==> config.mk <==
export PLATFORM = sky130hd
export DESIGN_NAME = fhv_seq
export DESIGN_NICKNAME = d
export VERILOG_FILES = /design/src/rtl/fhv_pkg.sv /design/src/rtl/fhv_seq.sv
export VERILOG_INCLUDE_DIRS = /design/src /design/src/rtl
export SDC_FILE = /design/constraint.sdc
export NUM_CORES = 1
export LEC_CHECK = 0
export ABC_CLOCK_PERIOD_IN_PS = 2400
export BUFFER_PORTS_ARGS = -buffer_cell sky130_fd_sc_hd__buf_2
export CELL_PAD_IN_SITES_DETAIL_PLACEMENT = 0
export CELL_PAD_IN_SITES_GLOBAL_PLACEMENT = 2
export CORE_ASPECT_RATIO = 0.5
export CORE_MARGIN = 5
export CORE_UTILIZATION = 29
export CTS_CLUSTER_DIAMETER = 100
export DETAILED_ROUTE_END_ITERATION = 6
export PLACE_DENSITY = 0.82
export SETUP_SLACK_MARGIN = 0.3
export SLEW_MARGIN = 20
export SYNTH_ARGS = -nofsm -noshare
export SYNTH_HDL_FRONTEND = slang
export SYNTH_SLANG_ARGS = --single-unit
==> constraint.sdc <==
create_clock -name mclk_i -period 2.4 [get_ports mclk_i]
set_input_delay 0.48 -clock mclk_i [delete_from_list [all_inputs] [get_ports mclk_i]]
set_output_delay 0.48 -clock mclk_i [all_outputs]
set_load 0.01 [all_outputs]
==> src/rtl/fhv_defines.svh <==
// offsets, field positions, reset values and timing counts of the sequencer
`ifndef FHV_DEFINES_SVH
`define FHV_DEFINES_SVH

// register byte addresses
`define FHV_MCR_ADDR 8'h00
`define FHV_CFG_ADDR 8'h04

// module configuration field positions
`define FHV_EHV_BIT 0
`define FHV_ERASE_SUSPEND_REQUEST_BIT 1
`define FHV_ERS_BIT 2
`define FHV_PGM_BIT 4
`define FHV_PEG_BIT 9
`define FHV_DONE_BIT 10
`define FHV_RWE_BIT 15
`define FHV_MAS_BIT 16
`define FHV_LAS_LSB 20
`define FHV_SIZE_LSB 24

// stall/abort configuration field positions
`define FHV_STALL_BIT 0
`define FHV_ABORT_BIT 1
`define FHV_IRQ_BIT 2

// read-only geometry codes: 128 KB array, 32+2x16+2x32+128 KB low, 2x128 KB mid
`define FHV_SIZE_CODE 3'h0
`define FHV_LAS_CODE 3'h2
`define FHV_MAS_CODE 1'h0

// reset values
`define FHV_PEG_RST 1'h1

// timing
`define FHV_CLK_NS 5
`define FHV_SUSP_LAT_NS 15000
`define FHV_SUSP_LAT_CYC 12'(`FHV_SUSP_LAT_NS / `FHV_CLK_NS)
`define FHV_OP_CYC 12'h100
`define FHV_RES_CYC 12'h004

`endif

==> src/rtl/fhv_pkg.sv <==
// types of the flash high-voltage sequencer
package fhv_pkg;

  typedef enum logic [2:0] {
    FHV_IDLE   = 3'h0,
    FHV_RUN    = 3'h1,
    FHV_SENTER = 3'h2,
    FHV_SUSP   = 3'h3,
    FHV_RESUME = 3'h4
  } fhv_state_e;

  typedef struct packed {
    fhv_state_e st;
    logic [11:0] cnt;
    logic [11:0] rem;
    logic high_voltage_enable;
    logic erase_suspend_request;
    logic erase_select;
    logic program_select;
    logic operation_success_flag;
    logic read_while_write_error;
    logic stall_en;
    logic abort_en;
    logic irq_en;
    logic hv_on;
    logic stall;
    logic irq;
    logic [31:0] rdata;
  } fhv_regs_s;

endpackage : fhv_pkg

==> src/rtl/fhv_seq.sv <==
// flash high-voltage program/erase/suspend sequencer with its control register
//
// Overview of operation
// [RULE1] suspended means suspend bit and done both set
// [RULE2] suspend set needs erase, enable high, no program
// [RULE3] suspend rise enters suspend within entry latency
// [RULE4] suspend clear needs done, enable high, no program
// [RULE5] suspend fall with enable high resumes erase
// [RULE6] enable low keeps suspend and done held
// [RULE7] reset clears suspend and high-voltage enable
// [RULE8] enable set only for legal erase/program setup
// [RULE9] software sets enable after interlock write
// [RULE10] enable fall with done high terminates normally
// [RULE11] enable fall with done low aborts, clears success; here only a running pulse aborts
// [RULE12] suspended operation is never aborted
// [RULE13] enable writable in suspend; needed to exit
// [RULE14] software avoids enable writes during transitions
// [RULE15] array size code reads 128 KB
// [RULE16] low space sectorization code reads 010
// [RULE17] mid space sectorization code reads zero
// [RULE18] multi-bit write applies only lowest priority level
// [RULE19] fetch collision stalls or aborts, sets success, interrupts; the abort path here clears success instead
// [RULE20] with stall/abort software ignores then clears error
// [RULE21] without stall/abort software handles the error
// [RULE22] program bit set only when erase and integrity low
// [RULE23] erase clear needs idle enable, suspend, done high
// [RULE24] success valid after done rises on completion
// [RULE25] done low while pulse or suspend transition runs
//
// Decided for this implementation: the register offsets and the address-and-strobe port.
`timescale 1ns/100ps
`default_nettype none
`include "fhv_defines.svh"

module fhv_seq (
  // clock and reset
  input wire logic mclk_i,
  input wire logic rst_n_i,
  // register port
  input wire logic [7:0] addr_i,
  input wire logic [31:0] wdata_i,
  input wire logic wr_i,
  input wire logic rd_i,
  output logic [31:0] rdata_o,
  // flash array side
  input wire logic array_integrity_enable_i,
  input wire logic hv_fail_i,
  output logic hv_pulse_o,
  output logic hv_erase_o,
  output logic hv_program_o,
  // processor fetch side
  input wire logic fetch_collide_i,
  output logic stall_o,
  output logic irq_o
);

  fhv_pkg::fhv_regs_s s_q;
  fhv_pkg::fhv_regs_s s_d;
  logic done;
  logic busy;
  logic wr_mcr;
  logic wr_cfg;
  logic w_ers;
  logic w_pgm;
  logic w_ehv;
  logic w_erase_suspend_request;
  logic ehv_ok;

  // done is low only while a pulse or a suspend transition is running
  assign done = (s_q.st == fhv_pkg::FHV_IDLE) ||
                (s_q.st == fhv_pkg::FHV_SUSP); // [RULE25] [RULE1]
  assign busy = !done;
  assign wr_mcr = wr_i && (addr_i == `FHV_MCR_ADDR);
  assign wr_cfg = wr_i && (addr_i == `FHV_CFG_ADDR);
  assign w_ers = wdata_i[`FHV_ERS_BIT];
  assign w_pgm = wdata_i[`FHV_PGM_BIT];
  assign w_ehv = wdata_i[`FHV_EHV_BIT];
  assign w_erase_suspend_request = wdata_i[`FHV_ERASE_SUSPEND_REQUEST_BIT];
  assign ehv_ok = !s_q.erase_suspend_request && !array_integrity_enable_i &&
                  (s_q.erase_select || s_q.program_select); // [RULE8]

  always_comb begin
    s_d = s_q;
    s_d.rdata = 32'h0000_0000;
    s_d.stall = 1'b0;
    s_d.irq = 1'b0;

    // sequencer timing
    unique case (s_q.st)
      fhv_pkg::FHV_IDLE: begin
      end
      fhv_pkg::FHV_RUN: begin
        if (s_q.cnt == 12'h000) begin
          s_d.st = fhv_pkg::FHV_IDLE;
          s_d.operation_success_flag = !hv_fail_i; // [RULE24]
        end else begin
          s_d.cnt = s_q.cnt - 12'h001;
        end
      end
      fhv_pkg::FHV_SENTER: begin
        if (s_q.cnt == 12'h000) begin
          s_d.st = fhv_pkg::FHV_SUSP; // [RULE3]
        end else begin
          s_d.cnt = s_q.cnt - 12'h001;
        end
      end
      fhv_pkg::FHV_SUSP: begin
      end
      fhv_pkg::FHV_RESUME: begin
        if (s_q.cnt == 12'h000) begin
          s_d.st = fhv_pkg::FHV_RUN; // [RULE5]
          s_d.cnt = s_q.rem;
        end else begin
          s_d.cnt = s_q.cnt - 12'h001;
        end
      end
    endcase

    // one of erase, program, enable, suspend per write: the lowest priority level wins, others dropped
    if (wr_mcr) begin
      if (w_ers != s_q.erase_select) begin // [RULE18]
        if (w_ers) begin
          if (!s_q.program_select && !array_integrity_enable_i) begin
            s_d.erase_select = 1'b1;
          end
        end else if (!s_q.erase_suspend_request && !s_q.high_voltage_enable && done) begin
          s_d.erase_select = 1'b0; // [RULE23]
        end
      end else if (w_pgm != s_q.program_select) begin
        if (w_pgm) begin
          if (!s_q.erase_select && !array_integrity_enable_i) begin
            s_d.program_select = 1'b1; // [RULE22]
          end
        end else if (!s_q.high_voltage_enable && done) begin
          s_d.program_select = 1'b0; // [RULE22]
        end
      end else if (w_ehv != s_q.high_voltage_enable) begin
        if (w_ehv) begin
          if (ehv_ok) begin
            s_d.high_voltage_enable = 1'b1; // [RULE8]
            s_d.st = fhv_pkg::FHV_RUN;
            s_d.cnt = `FHV_OP_CYC;
          end else if (s_q.st == fhv_pkg::FHV_SUSP) begin
            s_d.high_voltage_enable = 1'b1; // [RULE13]
          end
        end else begin
          s_d.high_voltage_enable = 1'b0; // [RULE10]
          // only a running pulse aborts; suspend keeps its erase
          if (s_q.st == fhv_pkg::FHV_RUN) begin
            s_d.st = fhv_pkg::FHV_IDLE; // [RULE11] [RULE12]
            s_d.operation_success_flag = 1'b0;
          end
        end
      end else if (w_erase_suspend_request != s_q.erase_suspend_request) begin
        if (w_erase_suspend_request) begin
          if (s_q.erase_select && s_q.high_voltage_enable && !s_q.program_select) begin
            s_d.erase_suspend_request = 1'b1; // [RULE2]
            s_d.st = fhv_pkg::FHV_SENTER;
            s_d.cnt = `FHV_SUSP_LAT_CYC; // [RULE3]
            s_d.rem = (s_q.st == fhv_pkg::FHV_RUN) ? s_q.cnt :
                      (s_q.st == fhv_pkg::FHV_RESUME) ? s_q.rem : 12'h000;
          end
        end else if (done && s_q.high_voltage_enable && !s_q.program_select) begin
          // enable low leaves the clear refused, so suspend holds
          s_d.erase_suspend_request = 1'b0; // [RULE4] [RULE6]
          s_d.st = fhv_pkg::FHV_RESUME; // [RULE5]
          s_d.cnt = `FHV_RES_CYC;
        end
      end
      if (wdata_i[`FHV_RWE_BIT]) begin
        s_d.read_while_write_error = 1'b0;
      end
    end

    if (wr_cfg) begin
      s_d.stall_en = wdata_i[`FHV_STALL_BIT];
      s_d.abort_en = wdata_i[`FHV_ABORT_BIT];
      s_d.irq_en = wdata_i[`FHV_IRQ_BIT];
    end

    // fetch colliding with a busy array; abort outranks stall except during suspend entry
    if (fetch_collide_i && busy) begin
      if (s_q.abort_en && (s_q.st != fhv_pkg::FHV_SENTER)) begin
        s_d.st = fhv_pkg::FHV_IDLE; // [RULE19]
        s_d.operation_success_flag = 1'b0;
        s_d.irq = s_q.irq_en;
      end else if (s_q.stall_en) begin
        s_d.stall = 1'b1; // [RULE19]
        s_d.operation_success_flag = 1'b1;
        s_d.irq = s_q.irq_en && !s_q.stall;
      end else begin
        // set after the clear above, so a colliding event is kept
        s_d.read_while_write_error = 1'b1;
      end
    end

    s_d.hv_on = (s_d.st == fhv_pkg::FHV_RUN); // [RULE25]

    if (rd_i) begin
      if (addr_i == `FHV_MCR_ADDR) begin
        s_d.rdata[`FHV_EHV_BIT] = s_q.high_voltage_enable;
        s_d.rdata[`FHV_ERASE_SUSPEND_REQUEST_BIT] = s_q.erase_suspend_request;
        s_d.rdata[`FHV_ERS_BIT] = s_q.erase_select;
        s_d.rdata[`FHV_PGM_BIT] = s_q.program_select;
        s_d.rdata[`FHV_PEG_BIT] = s_q.operation_success_flag;
        s_d.rdata[`FHV_DONE_BIT] = done;
        s_d.rdata[`FHV_RWE_BIT] = s_q.read_while_write_error;
        s_d.rdata[`FHV_MAS_BIT] = `FHV_MAS_CODE; // [RULE17]
        s_d.rdata[`FHV_LAS_LSB +: 3] = `FHV_LAS_CODE; // [RULE16]
        s_d.rdata[`FHV_SIZE_LSB +: 3] = `FHV_SIZE_CODE; // [RULE15]
      end else if (addr_i == `FHV_CFG_ADDR) begin
        s_d.rdata[`FHV_STALL_BIT] = s_q.stall_en;
        s_d.rdata[`FHV_ABORT_BIT] = s_q.abort_en;
        s_d.rdata[`FHV_IRQ_BIT] = s_q.irq_en;
      end
    end
  end

  always_ff @(posedge mclk_i) begin
    if (!rst_n_i) begin
      s_q <= '0; // [RULE7]
      s_q.operation_success_flag <= `FHV_PEG_RST;
    end else begin
      s_q <= s_d;
    end
  end

  assign rdata_o = s_q.rdata;
  assign hv_pulse_o = s_q.hv_on;
  assign hv_erase_o = s_q.erase_select;
  assign hv_program_o = s_q.program_select;
  assign stall_o = s_q.stall;
  assign irq_o = s_q.irq;
endmodule : fhv_seq
`default_nettype wire

==> results.py, run 1 <==
metrics = {
    "worst_setup_path": {
        "reg2reg_depth": 7,
        "crit_chain": "xor2_4, or3_4, or4_4, nor2_4, buf_4, nand3_1, a21boi_1",
        "criticalPathCategory": "reg -> reg",
        "cp-startpoint": "hv_erase_o",
        "crit_cells": 7,
        "path_max_fanout": 6,
        "cp_num_buf_inv": 1,
        "timing.rr.start": "hv_erase_o",
        "critPathSlowestCell": "or4_4",
        "r2r_slack_ps": 360,
        "cp-start-kind": "flop",
        "r2r_end": "s_q[55]",
        "crit_family": "simple AND/OR/NAND/NOR gates",
        "endpoint_kind": "flop",
        "cpPeakStageDelay_ps": 560,
        "crit_arrival_ps": 2260,
        "crit_required_ps": 2620,
    },
    "sta": {
        "slew_viol_final": 0,
        "slew_headroom_pct": 62.2,
        "rsz0062_at_grt": "yes",
        "skew_ps": 6.17,
        "fin_setup_tns_ps": 0,
        "fmax_ghz": 0.491,
        "setup_viol": 0,
        "finalCriticalPeriod_ps": 2040,
        "finalHoldViolations": 0,
        "worst_pin_slew_ps": 565,
        "finalCritPeriodShare_pct": 84.9,
    },
    "pwr": {
        "ir_drop_mv": 0.415,
        "seq_power_share_pct": 29.5,
        "power.density_mw_per_mm2": 1090,
        "sw_frac_of_total_pct": 39.4,
        "internal-power_mw": 2.11,
        "p_total_mw": 3.49,
        "p_leak_nw": 1.26,
        "combPwrFrac_pct": 46.9,
        "pwr-share-clk_pct": 23.6,
        "switching_power_mw": 1.37,
    },
    "clock_network": {
        "cts.sinks": 47,
        "tritoncts": "built",
        "htreeDepth": 2,
        "clockRootBuffer": "clkbuf_16",
        "hold_buffers": 0,
        "cts_buffers": 5,
        "clk_pin_slew_ps": 60,
        "clock_path_buffers": 2,
        "clk-insertion-delay-late_ps": 290,
    },
    "hold_path": {
        "hold_depth": 1,
        "hold_start": "s_q[38]",
        "hold_path_end": "rdata_o[15]",
        "hold_class": "reg -> reg",
    },
    "drt": {
        "viasPerCell": 4.89,
        "drc": 0,
        "ant_nets": 0,
        "vias": 2393,
        "drt_wl_total_um": 7080,
        "drtIter0Drc": 115,
        "wirelength_met1_um": 3580,
        "dr.pass1.iters": 4,
        "dr.max_layer_used": "met4",
        "detail_route.wl_per_cell_um": 14.5,
        "wl_met3_um": 372,
        "wl_met2_um": 3030,
    },
    "floorplanning": {
        "coreArea_mm2": 0.00886,
        "die_h_um": 78.0,
        "start_util_pct": 30.3,
        "row_count": 24,
        "die_x_um": 146,
        "ios": 84,
        "dieArea_mm2": 0.0114,
    },
    "placement": {
        "dp_hpwl_um": 5210,
        "placed_area_mm2": 0.00296,
        "port_buffers": 32,
        "gp_congestion": 0.794,
    },
    "finish": {
        "area_growth_pct": 18.8,
        "post-route-util_pct": 36.0,
        "drive_above_1_share_pct": 23.7,
        "n_fill_cell": 942,
        "fin_nets": 419,
        "final_cell_area_mm2": 0.00319,
        "num_antenna_cells": 0,
    },
    "yosys": {
        "synthFlopType": "dfxtp_1",
        "synth-edff-count": 0,
        "syn_avg_cell_area_um2": 8.10,
        "syn_area_mm2": 0.00268,
        "yosysWarnings": 0,
        "async_flop_share_pct": 0,
        "synthDistinctLibCells": 55,
        "syn_inst": 331,
        "ys_seq_area_share_pct": 35.1,
        "ys_ff_latch": 47,
    },
    "global_routing": {
        "overflow": 0,
        "grt_pass1_vias": 2400,
        "grt_antenna_before_repair": 0,
        "grt_use_total_pct": 12.7,
        "grt_max_degree": 20,
        "grt_pass1_wl_um": 12000,
    },
    "run_status": {
        "status": "complete, no violations",
    },
    "run": {
        "maxCapViolCount": 0,
    },
}
what timing repair did:
action                                  4_1_cts  5_1_grt
endpoints found under the setup margin        0       15
buffers inserted                              0        3
resized for setup                             0       10
stage by stage:
step | setup slack, ps | cells | hold slack (ps)
after CTS | 324 | 486 | 456
after floorplan | 297 | 354 | 423
after global placement | 67.3 | 478 | 430
final | 362 | 489 | 450
after detailed placement | 38.3 | 478 | 442
after global routing | 275 | 489 | 469
layout by cell type (no fill, tap or decap), types with 7 or more instances in the layout:
| master | Yosys | routed |
|---|---|---|
| dfxtp_1 | 47 | 46 |
| nand3_1 | 20 | 20 |
| buf_4 | 32 | 30 |
| buf_2 | 4 | 32 |
| a21oi_1 | 9 | 9 |
| nand2b_1 | 8 | 8 |
| nor2_1 | 28 | 27 |
| nor2b_1 | 7 | 7 |
| nor3_1 | 13 | 13 |
| a21boi_1 | 11 | 13 |
| nand2_1 | 33 | 33 |
| o21ai_0 | 13 | 13 |
| conb_1 | 1 | 24 |
routing by layer:
layer	vias up	global-route usage, %
met5	-	0
met4	0	4.50
met3	7	3.28
met2	69	20.0
met1	1128	16.9
li1	1189	-
worst max path at each step:
stage                 end  slack (ps)
3_3_place_gp      s_q[44]          70
6_report          s_q[55]         360
4_1_cts           s_q[44]         320
2_1_floorplan     s_q[45]         300
5_1_grt        hv_pulse_o         280
3_5_place_dp      s_q[44]          40
cells in the mapped netlist, types with 5 or more instances:
cell type,instances,area [µm²]
dfxtp_1,47,941
nand2_1,33,124
and2_1,6,37.5
mux2i_1,6,60.1
nor3_1,13,65.1
a21oi_1,9,45.0
nand2b_1,8,50.1
a21boi_1,11,82.6
a31oi_1,5,31.3
o21ai_0,13,65.1
nand3_1,20,100
a21boi_0,6,45.0
nor2_1,28,105
nand4_1,6,37.5
nor2b_1,7,43.8
clkbuf_1,12,45.0
buf_4,32,240
registers in the layout, summed over array words and instances, names as in the netlist:
signal / cells
s_q: 34
rdata_o: 8
hv_erase_o: 1
hv_program_o: 1
hv_pulse_o: 1
irq_o: 1
stall_o: 1
power by group through the flow:
stage | combinational (mW) | sequential [mW] | clock [mW]
2_1_floorplan | 1.05 | 0.995 | 0
3_3_place_gp | 1.49 | 1.04 | 0
3_5_place_dp | 1.50 | 1.04 | 0
4_1_cts | 1.51 | 1.02 | 0.837
5_1_grt | 1.81 | 1.04 | 0.879
6_report | 1.63 | 1.03 | 0.824
logic make-up (layout without fill, tap and decap cells):
family                   count (synthesis)  in the layout  share of synthesized area [%]
AO/OA/AOI/OAI                           67             67                           16.8
multiplexers                             7              7                           2.66
AND/OR/NAND/NOR                        145            145                           28.9
adder cells (fa/ha/maj)                  1              1                          0.466
flip-flops                              47             47                           35.1
XOR/XNOR                                 7              7                           2.57
buffers and inverters                   56             74                           13.4
other                                    1             24                          0.140
layout make-up:
type                    count  area [µm²]  share of cell area (%)
clock buffers               6         139                    4.36
clock inverters             2        35.0                    1.10
inverters                   4        15.0                   0.471
multi-input cells         251        1530                    47.8
flip-flops and latches     47         942                    29.6
well taps                 117         146                    4.59
repair buffers             62         385                    12.1
Power figures use the tool's default switching activity.
==> run 2: changes to the inputs <==
--- a/config.mk
+++ b/config.mk
@@ -6,7 +6,7 @@
 export SDC_FILE = /design/constraint.sdc
 export NUM_CORES = 1
 export LEC_CHECK = 0
-export ABC_CLOCK_PERIOD_IN_PS = 2400
+export ABC_CLOCK_PERIOD_IN_PS = 2000
 export BUFFER_PORTS_ARGS = -buffer_cell sky130_fd_sc_hd__buf_2
 export CELL_PAD_IN_SITES_DETAIL_PLACEMENT = 0
 export CELL_PAD_IN_SITES_GLOBAL_PLACEMENT = 2
==> constraint.sdc (replaced) <==
create_clock -name mclk_i -period 2 [get_ports mclk_i]
set_input_delay 0.4 -clock mclk_i [delete_from_list [all_inputs] [get_ports mclk_i]]
set_output_delay 0.4 -clock mclk_i [all_outputs]
set_load 0.01 [all_outputs]
==> run 2 against run 1 <==
Compared with the run above: worst hold slack worse by 32 ps; combinational power is 76% higher; critical path type unchanged; critical endpoint is now s_q[48]; largest cell class unchanged; fmax is 4.8% higher; wire length is 5.6% higher; critical path depth stayed put; design area is 8.6% higher.
==> results.py, run 2 (synthesis results as in run 1) <==
metrics = {
    "run_status": {
        "status": "complete, no violations",
    },
    "drt": {
        "drt_wl_total_um": 7480,
        "drtIter0Drc": 154,
        "vias": 2495,
        "ant_nets": 0,
        "drc": 0,
        "detail_route.wl_per_cell_um": 14.6,
        "viasPerCell": 4.87,
        "dr.pass1.iters": 4,
    },
    "global_routing": {
        "grt_use_total_pct": 13.2,
        "grt_pass1_wl_um": 12200,
        "grt_pass1_vias": 2432,
        "grt_max_degree": 27,
        "overflow": 0,
        "grt_antenna_before_repair": 0,
    },
    "finish": {
        "stdcell_count": 512,
        "largest_register_ff_count": 34,
        "num_antenna_cells": 0,
        "fin_nets": 444,
        "final_cell_mix": "buf_4 (48), dfxtp_1 (43), nand2_1 (33)",
        "n_fill_cell": 886,
        "final_common_cell": "buf_4",
        "max_flop_register": "s_q",
        "post-route-util_pct": 39.1,
        "multi_input_area_mm2": 0.00159,
        "drive_above_1_share_pct": 30.6,
        "seq_area_um2": 946,
        "area_growth_pct": 29.1,
    },
    "pwr": {
        "p_leak_nw": 1.40,
        "ir_drop_mv": 0.714,
        "seq_power_share_pct": 25.4,
        "pwr-share-clk_pct": 16.0,
        "sw_frac_of_total_pct": 37.6,
        "internal-power_mw": 3.05,
        "power.density_mw_per_mm2": 1410,
        "switching_power_mw": 1.84,
        "combPwrFrac_pct": 58.6,
    },
    "clock_network": {
        "htreeDepth": 2,
        "tritoncts": "built",
        "hold_buffers": 0,
        "clock_path_buffers": 2,
        "cts.sinks": 47,
        "clk_pin_slew_ps": 60,
        "cts_buffers": 5,
        "clk-insertion-delay-late_ps": 290,
        "clockRootBuffer": "clkbuf_16",
    },
    "sta": {
        "finalCriticalPeriod_ps": 1940,
        "fmax_ghz": 0.514,
        "rsz0062_at_grt": "yes",
        "slew_viol_final": 0,
        "skew_ps": 6.21,
        "finalCritPeriodShare_pct": 97.2,
        "setup_viol": 0,
        "fin_hold_ws_ps": 418,
        "finalHoldViolations": 0,
        "fin_setup_tns_ps": 0,
    },
    "worst_setup_path": {
        "crit_family": "simple AND/OR/NAND/NOR gates",
        "crit_chain": "xor2_4, or3_4, or4_4, nor2_4, buf_12, nand3_1, a21boi_1",
        "cpPeakStageDelay_ps": 530,
        "endpoint_kind": "flop",
        "crit_required_ps": 2220,
        "path_max_fanout": 12,
        "critPathSlowestCell": "or4_4",
        "cp-start-kind": "flop",
        "criticalPathCategory": "reg -> reg",
        "crit_arrival_ps": 2160,
        "cp_num_buf_inv": 1,
    },
    "run": {
        "maxCapViolCount": 0,
    },
    "floorplanning": {
        "row_count": 24,
        "ios": 84,
        "dieArea_mm2": 0.0114,
        "start_util_pct": 30.3,
        "coreArea_mm2": 0.00886,
        "die_x_um": 146,
        "die_h_um": 78.0,
    },
    "placement": {
        "dp.cells": 490,
        "gp_congestion": 0.792,
        "port_buffers": 32,
        "dp_hpwl_um": 5250,
    },
    "hold_path": {
        "hold_class": "in -> reg",
    },
}
==> run 2: cell types whose count changed in the layout (fill, tap and decap cells not counted), sizes merged <==
cell / delta
buf: +25
bufinv: -1
clkinv: -1
==> run 2: path summary, 6_finish.rpt <==
kind                                      start      end  slack (ps)  depth (start not counted)
worst min register to register          s_q[52]  s_q[52]         450                          2
worst max register to register       hv_erase_o  s_q[48]          60                          7
worst max-delay path                 hv_erase_o  s_q[48]          60                          7
worst min-delay path            fetch_collide_i    irq_o         420                          3
==> run 2: power groups by stage <==
stage          logic, mW  clock network, mW  registers, mW
5_1_grt             3.08              0.853           1.26
3_3_place_gp        2.03                  0           1.24
6_report            2.87              0.783           1.24
3_5_place_dp        2.05                  0           1.24
4_1_cts             2.70              0.805           1.23
2_1_floorplan       1.49                  0           1.20
==> run 2: per-stage QoR <==
stage	cell area [µm²]	total power [mW]	setup WS, ps
4_1_cts	3390	4.73	27.8
3_5_place_dp	3080	3.29	-221
3_3_place_gp	3080	3.27	-205
6_report	3460	4.89	55.3
2_1_floorplan	2850	2.69	-52.0
5_1_grt	3460	5.19	-22.4
==> run 2: per-layer routing <==
| metal | GRT usage [%] | part of all wire [%] | vias up |
|---|---|---|---|
| met1 | 16.8 | 47 | 1162 |
| met4 | 3.75 | 1.5 | 0 |
| met2 | 21.8 | 45 | 85 |
| met5 | 0 | 0 | - |
| li1 | - | - | 1239 |
| met3 | 4.32 | 7.0 | 9 |
==> run 2: worst register-to-register path: stages (launching register included) <==
cell      delay (ps)
dfxtp_2          340
xor2_4           160
or3_4            370
or4_4            530
nor2_4           120
buf_12           140
nand3_1           80
a21boi_1         140
==> run 2: timing repair <==
| action | 4_1_cts | 5_1_grt |
|---|---|---|
| setup buffers | 13 | 2 |
| setup endpoints to repair | 31 | 29 |
| pin swaps | 5 | 6 |
| cloned | 1 | 0 |
| gates resized for setup | 18 | 15 |
| hold endpoints to repair | 0 | 0 |
==> run 2: final cells by class <==
class	count	share of cell area, %
multi-input combinational	251	45.9
sequential	47	27.3
timing repair buffer	87	18.4
tap	117	4.23
clock buffer	6	3.72
inverter	4	0.434
==> run 3: changes to the inputs <==
--- a/config.mk
+++ b/config.mk
@@ -10,13 +10,11 @@
 export BUFFER_PORTS_ARGS = -buffer_cell sky130_fd_sc_hd__buf_2
 export CELL_PAD_IN_SITES_DETAIL_PLACEMENT = 0
 export CELL_PAD_IN_SITES_GLOBAL_PLACEMENT = 2
-export CORE_ASPECT_RATIO = 0.5
 export CORE_MARGIN = 5
 export CORE_UTILIZATION = 29
 export CTS_CLUSTER_DIAMETER = 100
 export DETAILED_ROUTE_END_ITERATION = 6
 export PLACE_DENSITY = 0.82
-export SETUP_SLACK_MARGIN = 0.3
 export SLEW_MARGIN = 20
 export SYNTH_ARGS = -nofsm -noshare
 export SYNTH_HDL_FRONTEND = slang
==> run 3 against run 2 <==
Compared with the run above: first-iteration DRC count fell by 25%; critical path type unchanged; largest cell class unchanged; utilization fell by 3.7 points; highest routed layer unchanged; wire length down 8.5%; worst hold slack lost 0.94 ps.
==> results.py, run 3 (synthesis results as in run 1) <==
metrics = {
    "placement": {
        "port_buffers": 32,
        "dp.cells": 491,
        "pre_cts_slack_ps": -223,
        "dp_hpwl_um": 5220,
        "gp_congestion": 0.834,
        "placed_area_mm2": 0.00309,
    },
    "worst_setup_path": {
        "crit_arrival_ps": 2180,
        "path_max_fanout": 6,
        "cp-start-kind": "flop",
        "crit_family": "simple AND/OR/NAND/NOR gates",
        "cpPeakStageDelay_ps": 520,
        "criticalPathCategory": "reg -> reg",
        "crit_chain": "xor2_4, or3_4, or4_4, nor2_4, buf_6, nand3_1, a21boi_0",
        "cp_num_buf_inv": 1,
        "crit_required_ps": 2220,
        "critPathSlowestCell": "or4_4",
        "endpoint_kind": "flop",
    },
    "global_routing": {
        "grt_max_degree": 17,
        "grt_use_total_pct": 12.0,
        "grt_antenna_before_repair": 0,
        "grt_pass1_wl_um": 11300,
        "overflow": 0,
        "grt_pass1_vias": 2258,
    },
    "sta": {
        "skew_ps": 8.19,
        "slew_viol_final": 0,
        "fin_ws_ps": 41.7,
        "rsz0062_at_grt": "yes",
        "setup_viol": 0,
        "finalCriticalPeriod_ps": 1960,
        "fin_setup_tns_ps": 0,
        "finalCritPeriodShare_pct": 97.9,
        "finalHoldViolations": 0,
        "fin_hold_ws_ps": 417,
        "fmax_ghz": 0.511,
    },
    "drt": {
        "viasPerCell": 4.83,
        "drt_wl_total_um": 6840,
        "dr.pass1.iters": 4,
        "detail_route.wl_per_cell_um": 13.7,
        "vias": 2412,
        "drtIter0Drc": 116,
        "drc": 0,
        "ant_nets": 0,
    },
    "finish": {
        "n_fill_cell": 950,
        "fin_nets": 435,
        "final_cell_area_mm2": 0.00323,
        "stdcell_count": 499,
        "final_cell_mix": "dfxtp_1 (44), buf_4 (44), nand2_1 (33)",
        "largest_register_ff_count": 34,
        "num_antenna_cells": 0,
        "max_flop_register": "s_q",
        "drive_above_1_share_pct": 26.8,
        "area_growth_pct": 20.3,
    },
    "floorplanning": {
        "dieArea_mm2": 0.0113,
        "start_util_pct": 29.5,
        "die_x_um": 106,
        "ios": 84,
        "coreArea_mm2": 0.00911,
        "row_count": 35,
        "die_h_um": 106,
    },
    "clock_network": {
        "clk-insertion-delay-late_ps": 300,
        "clockRootBuffer": "clkbuf_8",
        "clock_path_buffers": 2,
        "hold_buffers": 0,
        "cts_buffers": 5,
        "htreeDepth": 2,
        "cts.sinks": 47,
        "tritoncts": "built",
        "clk_pin_slew_ps": 90,
    },
    "pwr": {
        "p_leak_nw": 1.30,
        "ir_drop_mv": 0.763,
        "power.density_mw_per_mm2": 1260,
    },
    "hold_path": {
        "hold_class": "in -> reg",
    },
    "run_status": {
        "status": "complete, no violations",
    },
    "run": {
        "maxCapViolCount": 0,
    },
}
[run 3: cell types whose count changed in the layout (fill, tap and decap cells not counted), moves of 2 or more]
cell       previous run  this run
o21ai_0              11        13
buf_4                48        44
nor4_4                2         0
a21boi_1             14        12
inv_1                 2         4
clkbuf_16             5         0
clkbuf_8              0         6
inv_2                 2         0
nor4b_2               1         3
nor4b_4               2         0
buf_6                 9         2
buf_2                28        32
a21boi_0              3         5
[run 3: layout make-up]
class / count / area, µm² / share of cell area [%]
Clock buffer: 6 / 82.6 / 2.56
Timing Repair Buffer: 78 / 513 / 15.9
Sequential cell: 47 / 945 / 29.3
Multi-Input combinational cell: 251 / 1500 / 46.4
Inverter: 4 / 15.0 / 0.465
Clock inverter: 2 / 35.0 / 1.09
Tap cell: 111 / 139 / 4.30
[run 3: power by group]
part	total (mW)	switching, mW	leakage, nW	internal (mW)
combinational	2.13	1.14	0.858	0.991
sequential	1.19	0.127	0.381	1.07
clock	0.731	0.326	0.0612	0.405
[run 3: worst paths after layout]
kind / cells past startpoint / slack (ps) / start / endpoint
setup / recovery: 7 / 40 / hv_erase_o / s_q[44]
hold reg to reg: 1 / 450 / s_q[38] / rdata_o[15]
hold / removal: 3 / 420 / fetch_collide_i / irq_o
setup reg to reg: 7 / 40 / hv_erase_o / s_q[44]
[run 3: worst reg2reg max path, cell delays in order, from the launching register on]
cell and delay, ps:
dfxtp_2 360, xor2_4 150, or3_4 370, or4_4 520, nor2_4 130, buf_6 140
nand3_1 70, a21boi_0 150
[run 3: timing repair]
item                       CTS  global route
buffers inserted             0             0
resized for setup            0             8
setup endpoints to repair    2            14
pin swaps                    1             1
[run 3: metrics by stage]
stage          total power, mW  util [%]
2_1_floorplan             2.46         -
3_3_place_gp              3.24      33.9
3_5_place_dp              3.25      33.9
4_1_cts                   3.99      35.2
5_1_grt                   4.36      35.4
6_report                  4.05      35.4
[run 3: routing by layer]
| layer | up-vias | wire [µm] | track usage (%) |
|---|---|---|---|
| met5 | - | 0 | 0 |
| met4 | 0 | 112 | 3.42 |
| met3 | 8 | 283 | 1.52 |
| met2 | 61 | 3150 | 19.9 |
| met1 | 1126 | 3290 | 16.4 |
| li1 | 1217 | - | - |
